### src/hdl/cswc_pkg.sv
// Notes on behaviour
// - System clock is oscillator divided by four.
// - Timing pin goes high, then stops, on standby.
// - Stop halts clock high and stops oscillator.
// - Stop cascades timers, loads FF/07, prescale sixteen.
// - External interrupt in run, or reset, releases the cascade.
// - Interrupt in stop restarts the oscillator.
// - Clock held high until timer 4 overflows.
// - Wait halts clock high, oscillator keeps running.
// - Interrupt ends wait with no settling delay.
// - Timer overflows every loaded value plus one.
package cswc_pkg;
  localparam int          DIV_W          = 2;
  localparam logic [1:0]  DIV_LAST       = 2'h3;
  localparam logic [1:0]  DIV_FIRST      = 2'h0;
  localparam int          DIV_HIGH_BIT   = 1;
  localparam int          PRE_W          = 4;
  localparam logic [3:0]  PRE_LAST       = 4'hF;
  localparam logic [3:0]  PRE_RESET      = 4'h0;
  localparam int          TMR_W          = 8;
  localparam logic [7:0]  T3_STOP_LOAD   = 8'hFF;
  localparam logic [7:0]  T4_STOP_LOAD   = 8'h07;
  localparam logic [7:0]  TMR_ZERO       = 8'h00;

  typedef enum logic [2:0] {
    CSWC_RUN,
    CSWC_STOP_PEND,
    CSWC_STOPPED,
    CSWC_SETTLE,
    CSWC_WAIT_PEND,
    CSWC_WAITING
  } cswc_state_t;
endpackage

### src/hdl/cswc_timer.sv
`timescale 1ns/1ps
`default_nettype none
module cswc_timer
  import cswc_pkg::*;
(
  input  wire logic             mclk,
  input  wire logic             reset,
  input  wire logic             load,
  input  wire logic [TMR_W-1:0] loadVal,
  input  wire logic             tick,
  output logic      [TMR_W-1:0] count,
  output logic                  overflow
);
  logic [TMR_W-1:0] count_r;
  logic [TMR_W-1:0] reload_r;
  logic [TMR_W-1:0] count_nxt;

  // Underflow past zero reloads, so the period is loaded value plus one
  assign overflow  = tick && !load && (count_r == TMR_ZERO);
  assign count_nxt = load     ? loadVal :
                     overflow ? reload_r :
                     tick     ? count_r - 8'h01 : count_r;
  assign count     = count_r;

  always_ff @(posedge mclk) begin
    if (reset) begin
      count_r  <= TMR_ZERO;
      reload_r <= TMR_ZERO;
    end else begin
      count_r <= count_nxt;
      if (load) begin
        reload_r <= loadVal;
      end
    end
  end
endmodule
`default_nettype wire

### src/hdl/cswc_top.sv
`timescale 1ns/1ps
`default_nettype none
module cswc_top
  import cswc_pkg::*;
(
  input  wire logic mclk,
  input  wire logic reset,
  input  wire logic stopInstruction,
  input  wire logic waitInstruction,
  input  wire logic intAccept,
  input  wire logic extIntAccept,
  output logic      sysClkOut_r,
  output logic      mainOscRun_r,
  output logic      timerCascade_r,
  output logic      t3ForcedPrescale_r,
  output logic      stopped_r,
  output logic      waiting_r
);
  cswc_state_t      state_r;
  cswc_state_t      state_nxt;
  logic [DIV_W-1:0] divCnt_r;
  logic [PRE_W-1:0] preCnt_r;
  logic             t3Ovf;
  logic             t4Ovf;
  logic [PRE_W-1:0] preCnt_nxt;
  logic             mainOscRun_nxt;
  logic             stopped_nxt;
  logic             waiting_nxt;
  logic             cascadeSet;
  logic             cascadeClear;
  logic             cascade_nxt;

  // Halted states keep the divider parked and the pin high
  function automatic logic cswc_is_held(input cswc_state_t s);
    case (s)
      CSWC_STOPPED: return 1'b1;
      CSWC_SETTLE:  return 1'b1;
      CSWC_WAITING: return 1'b1;
      default:      return 1'b0;
    endcase
  endfunction

  // Stop side covers the oscillator-off state and the settling after it
  function automatic logic cswc_is_stop_side(input cswc_state_t s);
    case (s)
      CSWC_STOPPED: return 1'b1;
      CSWC_SETTLE:  return 1'b1;
      default:      return 1'b0;
    endcase
  endfunction

  // Only the stopped state turns the oscillator off
  function automatic logic cswc_is_osc_off(input cswc_state_t s);
    return (s == CSWC_STOPPED);
  endfunction

  // Divider advances while running and parks at its first count while held
  function automatic logic [DIV_W-1:0] cswc_div_step(input logic held, input logic [DIV_W-1:0] d);
    if (held) begin
      return DIV_FIRST;
    end
    return d + 2'h1;
  endfunction

  // Pin is high in the first half of each divided period and while held
  function automatic logic cswc_pin_level(input logic held, input logic [DIV_W-1:0] d);
    if (held) begin
      return 1'b1;
    end
    return !d[DIV_HIGH_BIT];
  endfunction

  wire haltPhase   = (divCnt_r == DIV_LAST);
  wire clkHeld     = cswc_is_held(state_r);
  wire stopLoad    = (state_r == CSWC_STOP_PEND) && haltPhase;
  wire settling    = (state_r == CSWC_SETTLE);
  wire preTick     = settling && (preCnt_r == PRE_LAST);
  wire t4Tick      = settling && t3Ovf;
  wire [DIV_W-1:0] divCnt_nxt = cswc_div_step(clkHeld, divCnt_r);
  wire sysClk_nxt  = cswc_pin_level(clkHeld, divCnt_nxt);

  // The top level drives the FF/07 loads into both timers at the stop instant
  cswc_timer u_t3 (
    .mclk     (mclk),
    .reset    (reset),
    .load     (stopLoad),
    .loadVal  (T3_STOP_LOAD),
    .tick     (preTick),
    .count    (),
    .overflow (t3Ovf)
  );

  cswc_timer u_t4 (
    .mclk     (mclk),
    .reset    (reset),
    .load     (stopLoad),
    .loadVal  (T4_STOP_LOAD),
    .tick     (t4Tick),
    .count    (),
    .overflow (t4Ovf)
  );

  // Standby requests wait for the end of a low phase so the pin parks high
  always_comb begin
    state_nxt = state_r;
    case (state_r)
      CSWC_RUN: begin
        if (stopInstruction) begin
          state_nxt = CSWC_STOP_PEND;
        end else if (waitInstruction) begin
          state_nxt = CSWC_WAIT_PEND;
        end
      end
      CSWC_STOP_PEND: begin
        if (haltPhase) begin
          state_nxt = CSWC_STOPPED;
        end
      end
      CSWC_STOPPED: begin
        if (intAccept) begin
          state_nxt = CSWC_SETTLE;
        end
      end
      CSWC_SETTLE: begin
        if (t4Ovf) begin
          state_nxt = CSWC_RUN;
        end
      end
      CSWC_WAIT_PEND: begin
        if (haltPhase) begin
          state_nxt = CSWC_WAITING;
        end
      end
      CSWC_WAITING: begin
        if (intAccept) begin
          state_nxt = CSWC_RUN;
        end
      end
      default: begin
        state_nxt = CSWC_RUN;
      end
    endcase
  end

  // Cascade holds after wake-up until an external interrupt is taken in run
  assign preCnt_nxt     = settling ? preCnt_r + 4'h1 : PRE_RESET;
  assign mainOscRun_nxt = !cswc_is_osc_off(state_nxt);
  assign stopped_nxt    = cswc_is_stop_side(state_nxt);
  assign waiting_nxt    = (state_nxt == CSWC_WAITING);
  assign cascadeSet     = stopLoad;
  assign cascadeClear   = extIntAccept && (state_r == CSWC_RUN);
  // Set wins over a clear in the same cycle
  assign cascade_nxt    = cascadeSet ? 1'b1 : (cascadeClear ? 1'b0 : timerCascade_r);

  always_ff @(posedge mclk) begin
    if (reset) begin
      state_r <= CSWC_RUN;
    end else begin
      state_r <= state_nxt;
    end
  end

  always_ff @(posedge mclk) begin
    if (reset) begin
      divCnt_r <= DIV_FIRST;
    end else begin
      divCnt_r <= divCnt_nxt;
    end
  end

  always_ff @(posedge mclk) begin
    if (reset) begin
      preCnt_r <= PRE_RESET;
    end else begin
      preCnt_r <= preCnt_nxt;
    end
  end

  always_ff @(posedge mclk) begin
    if (reset) begin
      sysClkOut_r <= 1'b1;
    end else begin
      sysClkOut_r <= sysClk_nxt;
    end
  end

  always_ff @(posedge mclk) begin
    if (reset) begin
      mainOscRun_r <= 1'b1;
    end else begin
      mainOscRun_r <= mainOscRun_nxt;
    end
  end

  always_ff @(posedge mclk) begin
    if (reset) begin
      stopped_r <= 1'b0;
    end else begin
      stopped_r <= stopped_nxt;
    end
  end

  always_ff @(posedge mclk) begin
    if (reset) begin
      waiting_r <= 1'b0;
    end else begin
      waiting_r <= waiting_nxt;
    end
  end

  always_ff @(posedge mclk) begin
    if (reset) begin
      timerCascade_r <= 1'b0;
    end else begin
      timerCascade_r <= cascade_nxt;
    end
  end

  always_ff @(posedge mclk) begin
    if (reset) begin
      t3ForcedPrescale_r <= 1'b0;
    end else begin
      t3ForcedPrescale_r <= cascade_nxt;
    end
  end
endmodule
`default_nettype wire

### config.mk
export PLATFORM = sky130hd
export DESIGN_NAME = cswc_top
export DESIGN_NICKNAME = d
export VERILOG_FILES = /design/src/hdl/cswc_pkg.sv /design/src/hdl/cswc_timer.sv /design/src/hdl/cswc_top.sv
export SDC_FILE = /design/constraint.sdc
export NUM_CORES = 1
export LEC_CHECK = 0
export ABC_AREA = 1
export BUFFER_PORTS_ARGS = -buffer_cell sky130_fd_sc_hd__buf_2
export CAP_MARGIN = 20
export CORE_MARGIN = 1
export CORE_UTILIZATION = 59
export CTS_BUF_LIST = sky130_fd_sc_hd__clkbuf_8
export DETAILED_ROUTE_END_ITERATION = 8
export GPL_ROUTABILITY_DRIVEN = 0
export PLACE_DENSITY = 0.9
export SYNTH_ARGS = -nofsm -noshare
export SYNTH_HDL_FRONTEND = slang
export SYNTH_SLANG_ARGS = --single-unit
### constraint.sdc
create_clock -name mclk -period 1.7 [get_ports mclk]
set_input_delay 0.255 -clock mclk [delete_from_list [all_inputs] [get_ports mclk]]
set_output_delay 0.255 -clock mclk [all_outputs]
set_load 0.05 [all_outputs]
* Word-level counts from Yosys, hierarchy flattened
Cells that the tools add are included.
Widths: inputs -> output; s select.
** Cells by class
- Add/sub/neg operators :: 4
- Eq/ne operators :: 10
- Mux-type cells :: 23
- Bitwise operators :: 1
- Reduce and logical (&&, ||, !) cells :: 22
** Operators by type and width (number)
- $mux 8 :: 5
- $mux 3 :: 8
- $pmux 3 s6 :: 1
- $logic_not 8->1 :: 2
- $sub 8x1->8 const B :: 2
- $eq 3x2->1 const B :: 4
- $eq 3x3->1 const B :: 3
- $logic_and 1x1->1 :: 8
- $mux 1 :: 7
- $reduce_bool 3->1 :: 2
- $reduce_or 2->1 :: 3
- $add 4x1->4 const B :: 1
- $eq 4x4->1 const B :: 1
- $mux 2 :: 2
- $reduce_bool 2->1 :: 2
- $eq 3x1->1 const B :: 1
- $logic_not 1->1 :: 3
- $logic_not 3->1 :: 1
- $reduce_or 3->1 :: 1
- $add 2x1->2 const B :: 1
- $eq 2x2->1 const B :: 1
- $not 1->1 :: 1
** Storage, ports and cells
- Bits in registers :: 32
- Bits of input ports :: 6
- Output and inout port bits :: 6
- Logic and storage cells :: 73

* Longest topological paths before layout
- Word-level depth :: 13
- Mapped depth :: 10
- Gate-level depth less buffers :: 10

* Cells and area by module
A second synthesis with hierarchy kept.
** Unflattened totals
- Cells, all modules :: 366
- Area total of the unflattened synthesis :: 2496.1 sq um
** By module, submodules not included
- cswc_timer :: instances 2, cells each 144, area an instance 950.9 sq um, sequential area each 320.3 sq um
- cswc_top :: instances 1, cells each 78, area an instance 594.3 sq um, sequential area each 280.3 sq um

* Least setup slack after synthesis
OpenSTA, ideal clock, no wires.
- Path kind :: reg2reg
- Start :: reg u_t3.count_r[0] (netlist: u_t3.count[0])
- End :: reg mainOscRun_r
- Library setup time :: 127 ps
- Data arrival time :: 1264 ps
- Data required time :: 1573 ps
- Slack :: 309 ps
- Stages on the path, launching flop included :: 10
- Buffers on the path :: 0
- Clock period less this slack :: 1391 ps
- Path through :: dfxtp_1 inv_1 ha_1 nand3_1 nor2_4 nand3_2 nand2_1 nand2_1 inv_1 nand3_1
** On the way
- Word-level cells in the longest chain between the ends :: 9
** RTL lines
- start: declaration :: line cswc_timer.sv:14 : logic [TMR_W-1:0] count_r;
- start signal: assignment :: line cswc_timer.sv:30 : count_r <= count_nxt;
- $logic_not 8->1 :: line cswc_timer.sv:19 : assign overflow = tick && !load && (count_r == TMR_ZERO);
- $logic_and 1x1->1 :: line cswc_timer.sv:19
- $logic_and 1x1->1 :: line cswc_top.sv:78 : wire t4Tick = settling && t3Ovf;
- $logic_and 1x1->1 (2 in series) :: line cswc_timer.sv:19
- $mux 3 :: line cswc_top.sv:125 : if (t4Ovf) begin
- $pmux 3 s6 :: line cswc_top.sv:106 : case (state_r)
- $eq 3x2->1 :: line cswc_top.sv:54 : return (s == CSWC_STOPPED);
- $logic_not 1->1 :: line cswc_top.sv:147 : assign mainOscRun_nxt = !cswc_is_osc_off(state_nxt);
- end signal: assignment :: line cswc_top.sv:191 : mainOscRun_r <= mainOscRun_nxt;
- end: declaration :: line cswc_top.sv:13 : output logic mainOscRun_r,
No other way between the ends.
A chain may end at the register's enable or synchronous reset.

* Worst setup path in the final report
- Start :: reg u_t3.count_r[0] (netlist: u_t3.count[0])
- End :: reg u_t4.count_r[3] (netlist: u_t4.count[3])
** On the way
- Word-level cells in the longest chain between the ends :: 6
- Elaborated cells between the ends (all ways) :: 7
- Classes of those cells :: mux (1); reduce/logical (6)
** RTL lines (line)
- $logic_not 8->1 (*) :: cswc_timer.sv:19
- $logic_and 1x1->1 (*) :: cswc_timer.sv:19
- $logic_and 1x1->1 (*) :: cswc_top.sv:78
- $logic_and 1x1->1 (2 in series) :: cswc_timer.sv:19
- $mux 8 / $reduce_bool 2->1 (equally long branches)
- end signal: assignment :: cswc_timer.sv:30
- end: declaration :: cswc_timer.sv:14
Every way passes the cells marked *; elsewhere a longest branch is shown, timed or not.

==> results.py <==
metrics = {
    "logic_synthesis": {
        "synth_area_leader_cell": "dfxtp_1",
        "ys_types": 27,
        "synthCells": 224,
        "synth-seq-cells": 31,
        "synthAdderAreaFrac_pct": 4.751,
        "netlist.area_leader.share_pct": 39.27,
        "synth_top_family_by_area": "simple AND/OR/NAND/NOR gates",
        "synth.top_cells.by_area": "dfxtp_1, nand2_1, nor2_1, inv_1, ha_1",
        "synth_compound_area_share_pct": 11.24,
        "synth_mux_area_share_pct": 0,
        "ys_warn_count": 0,
        "synthXorXnorAreaFrac_pct": 2.771,
        "yosys.area_share.simple_pct": 32.38,
        "syn_area_per_cell_sq_um": 7.055,
        "seq_area_frac_synth_pct": 39.27,
        "synth_area_sq_um": 1580,
        "synth_nets": 236,
    },
    "layout": {
        "antenna_cells": 0,
        "mostFrequentLayoutCells": "nand2_1, nor2_1, inv_1",
        "finish.utilization_pct": 71.42,
        "final_common_cell": "nand2_1",
        "fillers": 220,
        "nNetsFinal": 252,
        "layout.cells.non_filler": 271,
        "multi_input_area_sq_um": 815.8,
        "fin_area_sq_um": 1785,
        "area_growth_pct": 12.98,
        "drive_gt1_share_pct": 15.35,
        "seq_area_sq_um": 620.6,
    },
    "clock_network": {
        "cts_hold_buf": 0,
        "cts_tree": "yes",
        "path_clk_slew_ns": 0.07,
        "cts_root_buf": "clkbuf_8",
        "cts_resized": 0,
        "htree_levels": 2,
        "worstSkewPairLatency_ns": 0.28,
        "cts_sinks": 31,
        "cts_setup_buffers": 0,
        "cts_buffers": 5,
        "clk_path_buf_depth": 2,
    },
    "drt": {
        "num_vias": 1359,
        "antenna_left": 0,
        "route.detailed.drc": 0,
        "firstDrtPassIters": 4,
        "wl_per_cell_microns": 11.07,
        "routed_wl_microns": 2999,
        "drt-vias-per-instance": 5.015,
        "drt-initial-drc-count": 24,
    },
    "worst_setup_path": {
        "regToRegEndpoint": "u_t4.count[3]",
        "crit_required_ns": 1.85,
        "critPathArrivalTime_ns": 1.79,
        "crit_type": "reg -> reg",
        "critPathTopFamily": "simple AND/OR/NAND/NOR gates",
        "r2r_slack_ns": 0.07,
        "crit_cells": 7,
        "crit_slowest_cell": "dfxtp_1",
        "critPathMaxStageDelay_ns": 0.32,
        "cp_max_fo": 7,
        "crit_path_end_kind": "register",
        "cp_num_buf_inv": 1,
        "crit_top_cell": "nand3_1",
        "reg2reg_from": "u_t3.count[0]",
        "critPathLaunchType": "register",
        "rr_worst_depth": 7,
        "cp_cell_sequence": "inv_1, ha_1, nand3_1, nor2_4, nand3_2, nand3_1, nor2_1",
    },
    "run_status": {
        "status": "finished clean",
    },
    "sta": {
        "fmaxAchievable_ghz": 0.6121,
        "tightest_slew_ns": 0.3085,
        "fin_skew_ns": 0.008297,
        "final_max_slew_viol_count": 0,
        "tns_ns": 0,
        "slew_headroom_pct": 79.27,
        "rsz0062_at_grt": "yes",
        "hold_viol": 0,
        "min_period_ns": 1.634,
        "fin_crit_sh_pct": 96.10,
        "finalSetupViolCount": 0,
    },
    "global_routing": {
        "first_global_vias": 1142,
        "grt_pass1_wl_microns": 4802,
        "grt_usage_pct": 23.85,
        "antenna_found_initial": 0,
        "overflow": 0,
        "grt_max_degree": 13,
    },
    "die": {
        "dieArea_sq_um": 2890,
        "core_area_sq_um": 2500,
        "io_pins": 12,
        "row_count": 18,
        "die_h_microns": 53.76,
        "die_w_microns": 53.76,
        "initial_core_util_pct": 63.21,
    },
    "pwr": {
        "ir_worst_vdd_v": 0.0008517,
        "netSwitchingPower_w": 0.0004145,
        "power_density_nw_per_um2": 959.7,
        "p_leak_nw": 0.8962,
        "power.share.combinational_pct": 12.3,
        "p_clk_share_pct": 42.7,
        "p_sw_share_pct": 24.19,
        "intPower_w": 0.001299,
        "seqPwrFrac_pct": 45.0,
    },
    "run": {
        "maxCapViolCount": 0,
    },
    "placed_design": {
        "placed_cell_area_sq_um": 1660,
        "numPlacedInstances": 263,
        "place_hpwl_microns": 2164,
        "io_buffers": 11,
    },
    "hold_path": {
        "hp-class": "in -> reg",
        "worstHoldEndpoint": "u_t3.reload_r[0]",
        "hold_start": "reset",
        "min_path_cells": 2,
    },
}
-- layer usage --
metal	GRT usage (%)	wire, microns	vias up
met3	6.215	114	7
met4	14.91	75	0
met5	0	0	-
met2	34.77	1331	27
met1	30.93	1477	591
li1	-	-	734
-- flip-flops by register name, summed over array words and instances, names as in the netlist --
signal              cells
state_r                 3
divCnt_r                2
u_t4.count              8
preCnt_r                4
waiting_r               1
stopped_r               1
mainOscRun_r            1
u_t3.reload_r           1
u_t3.count              8
t3ForcedPrescale_r      1
sysClkOut_r             1
-- cells by family after synthesis --
kind of cell,after synthesis
buffers and inverters,37
adders and majority gates,6
and+or+nand+nor,114
xor gates and xnor gates,5
AOI/OAI and AO/OA,31
DFF,31
-- power groups by stage --
stage | clock network [W] | logic, W | registers [W]
global placement | 0 | 0.000202 | 0.000786
finish | 0.000732 | 0.000211 | 0.000771
detailed placement | 0 | 0.000206 | 0.000787
floorplan | 0 | 0.000138 | 0.000809
CTS | 0.000749 | 0.000209 | 0.000771
global route | 0.000782 | 0.000238 | 0.000773
-- final cells by class --
cell class	instances	share of cell area (%)
sequential	31	34.76
multi-input combinational	156	45.69
timing repair buffer	13	3.924
clock buffer	6	4.625
inverter	33	6.938
clock inverter	2	1.962
tap	30	2.102
-- stage by stage --
| stage | power, W | setup slack, ns | hold slack, ns |
|---|---|---|---|
| after global routing | 0.001793 | -0.05132 | 0.2241 |
| after global placement | 0.0009873 | 0.1743 | 0.4100 |
| final | 0.001714 | 0.06636 | 0.2302 |
| after CTS | 0.001729 | 0.03281 | 0.2172 |
| after floorplan | 0.0009464 | 0.3093 | 0.3241 |
| after detailed placement | 0.0009924 | 0.09185 | 0.4191 |
-- worst max path at each step --
| stage | end | startpoint |
|---|---|---|
| global placement | u_t4.count[0] | u_t3.count[0] |
| detailed placement | u_t4.count[1] | u_t3.count[0] |
| finish | u_t4.count[3] | u_t3.count[0] |
| CTS | u_t4.count[1] | u_t3.count[0] |
| global route | u_t4.count[3] | u_t3.count[0] |
| floorplan | mainOscRun_r | u_t3.count[0] |
-- synth_stat cells --
library cell	n
clkbuf_1	1
inv_1	33
nor2_4	2
buf_4	1
or2_2	2
buf_6	1
a21oi_4	1
nand3b_1	2
nand4_1	3
nor2_1	34
xnor2_1	2
dfxtp_1	31
a21oi_1	12
o21bai_1	1
o21ai_0	14
buf_2	1
xor2_1	3
o21bai_2	1
nand3_2	1
nor3b_1	1
a31oi_1	2
nor2_2	3
nand2_2	3
nand3_1	15
nor3_1	4
nand2_1	44
ha_1	6
Power figures use the tool's default switching activity.
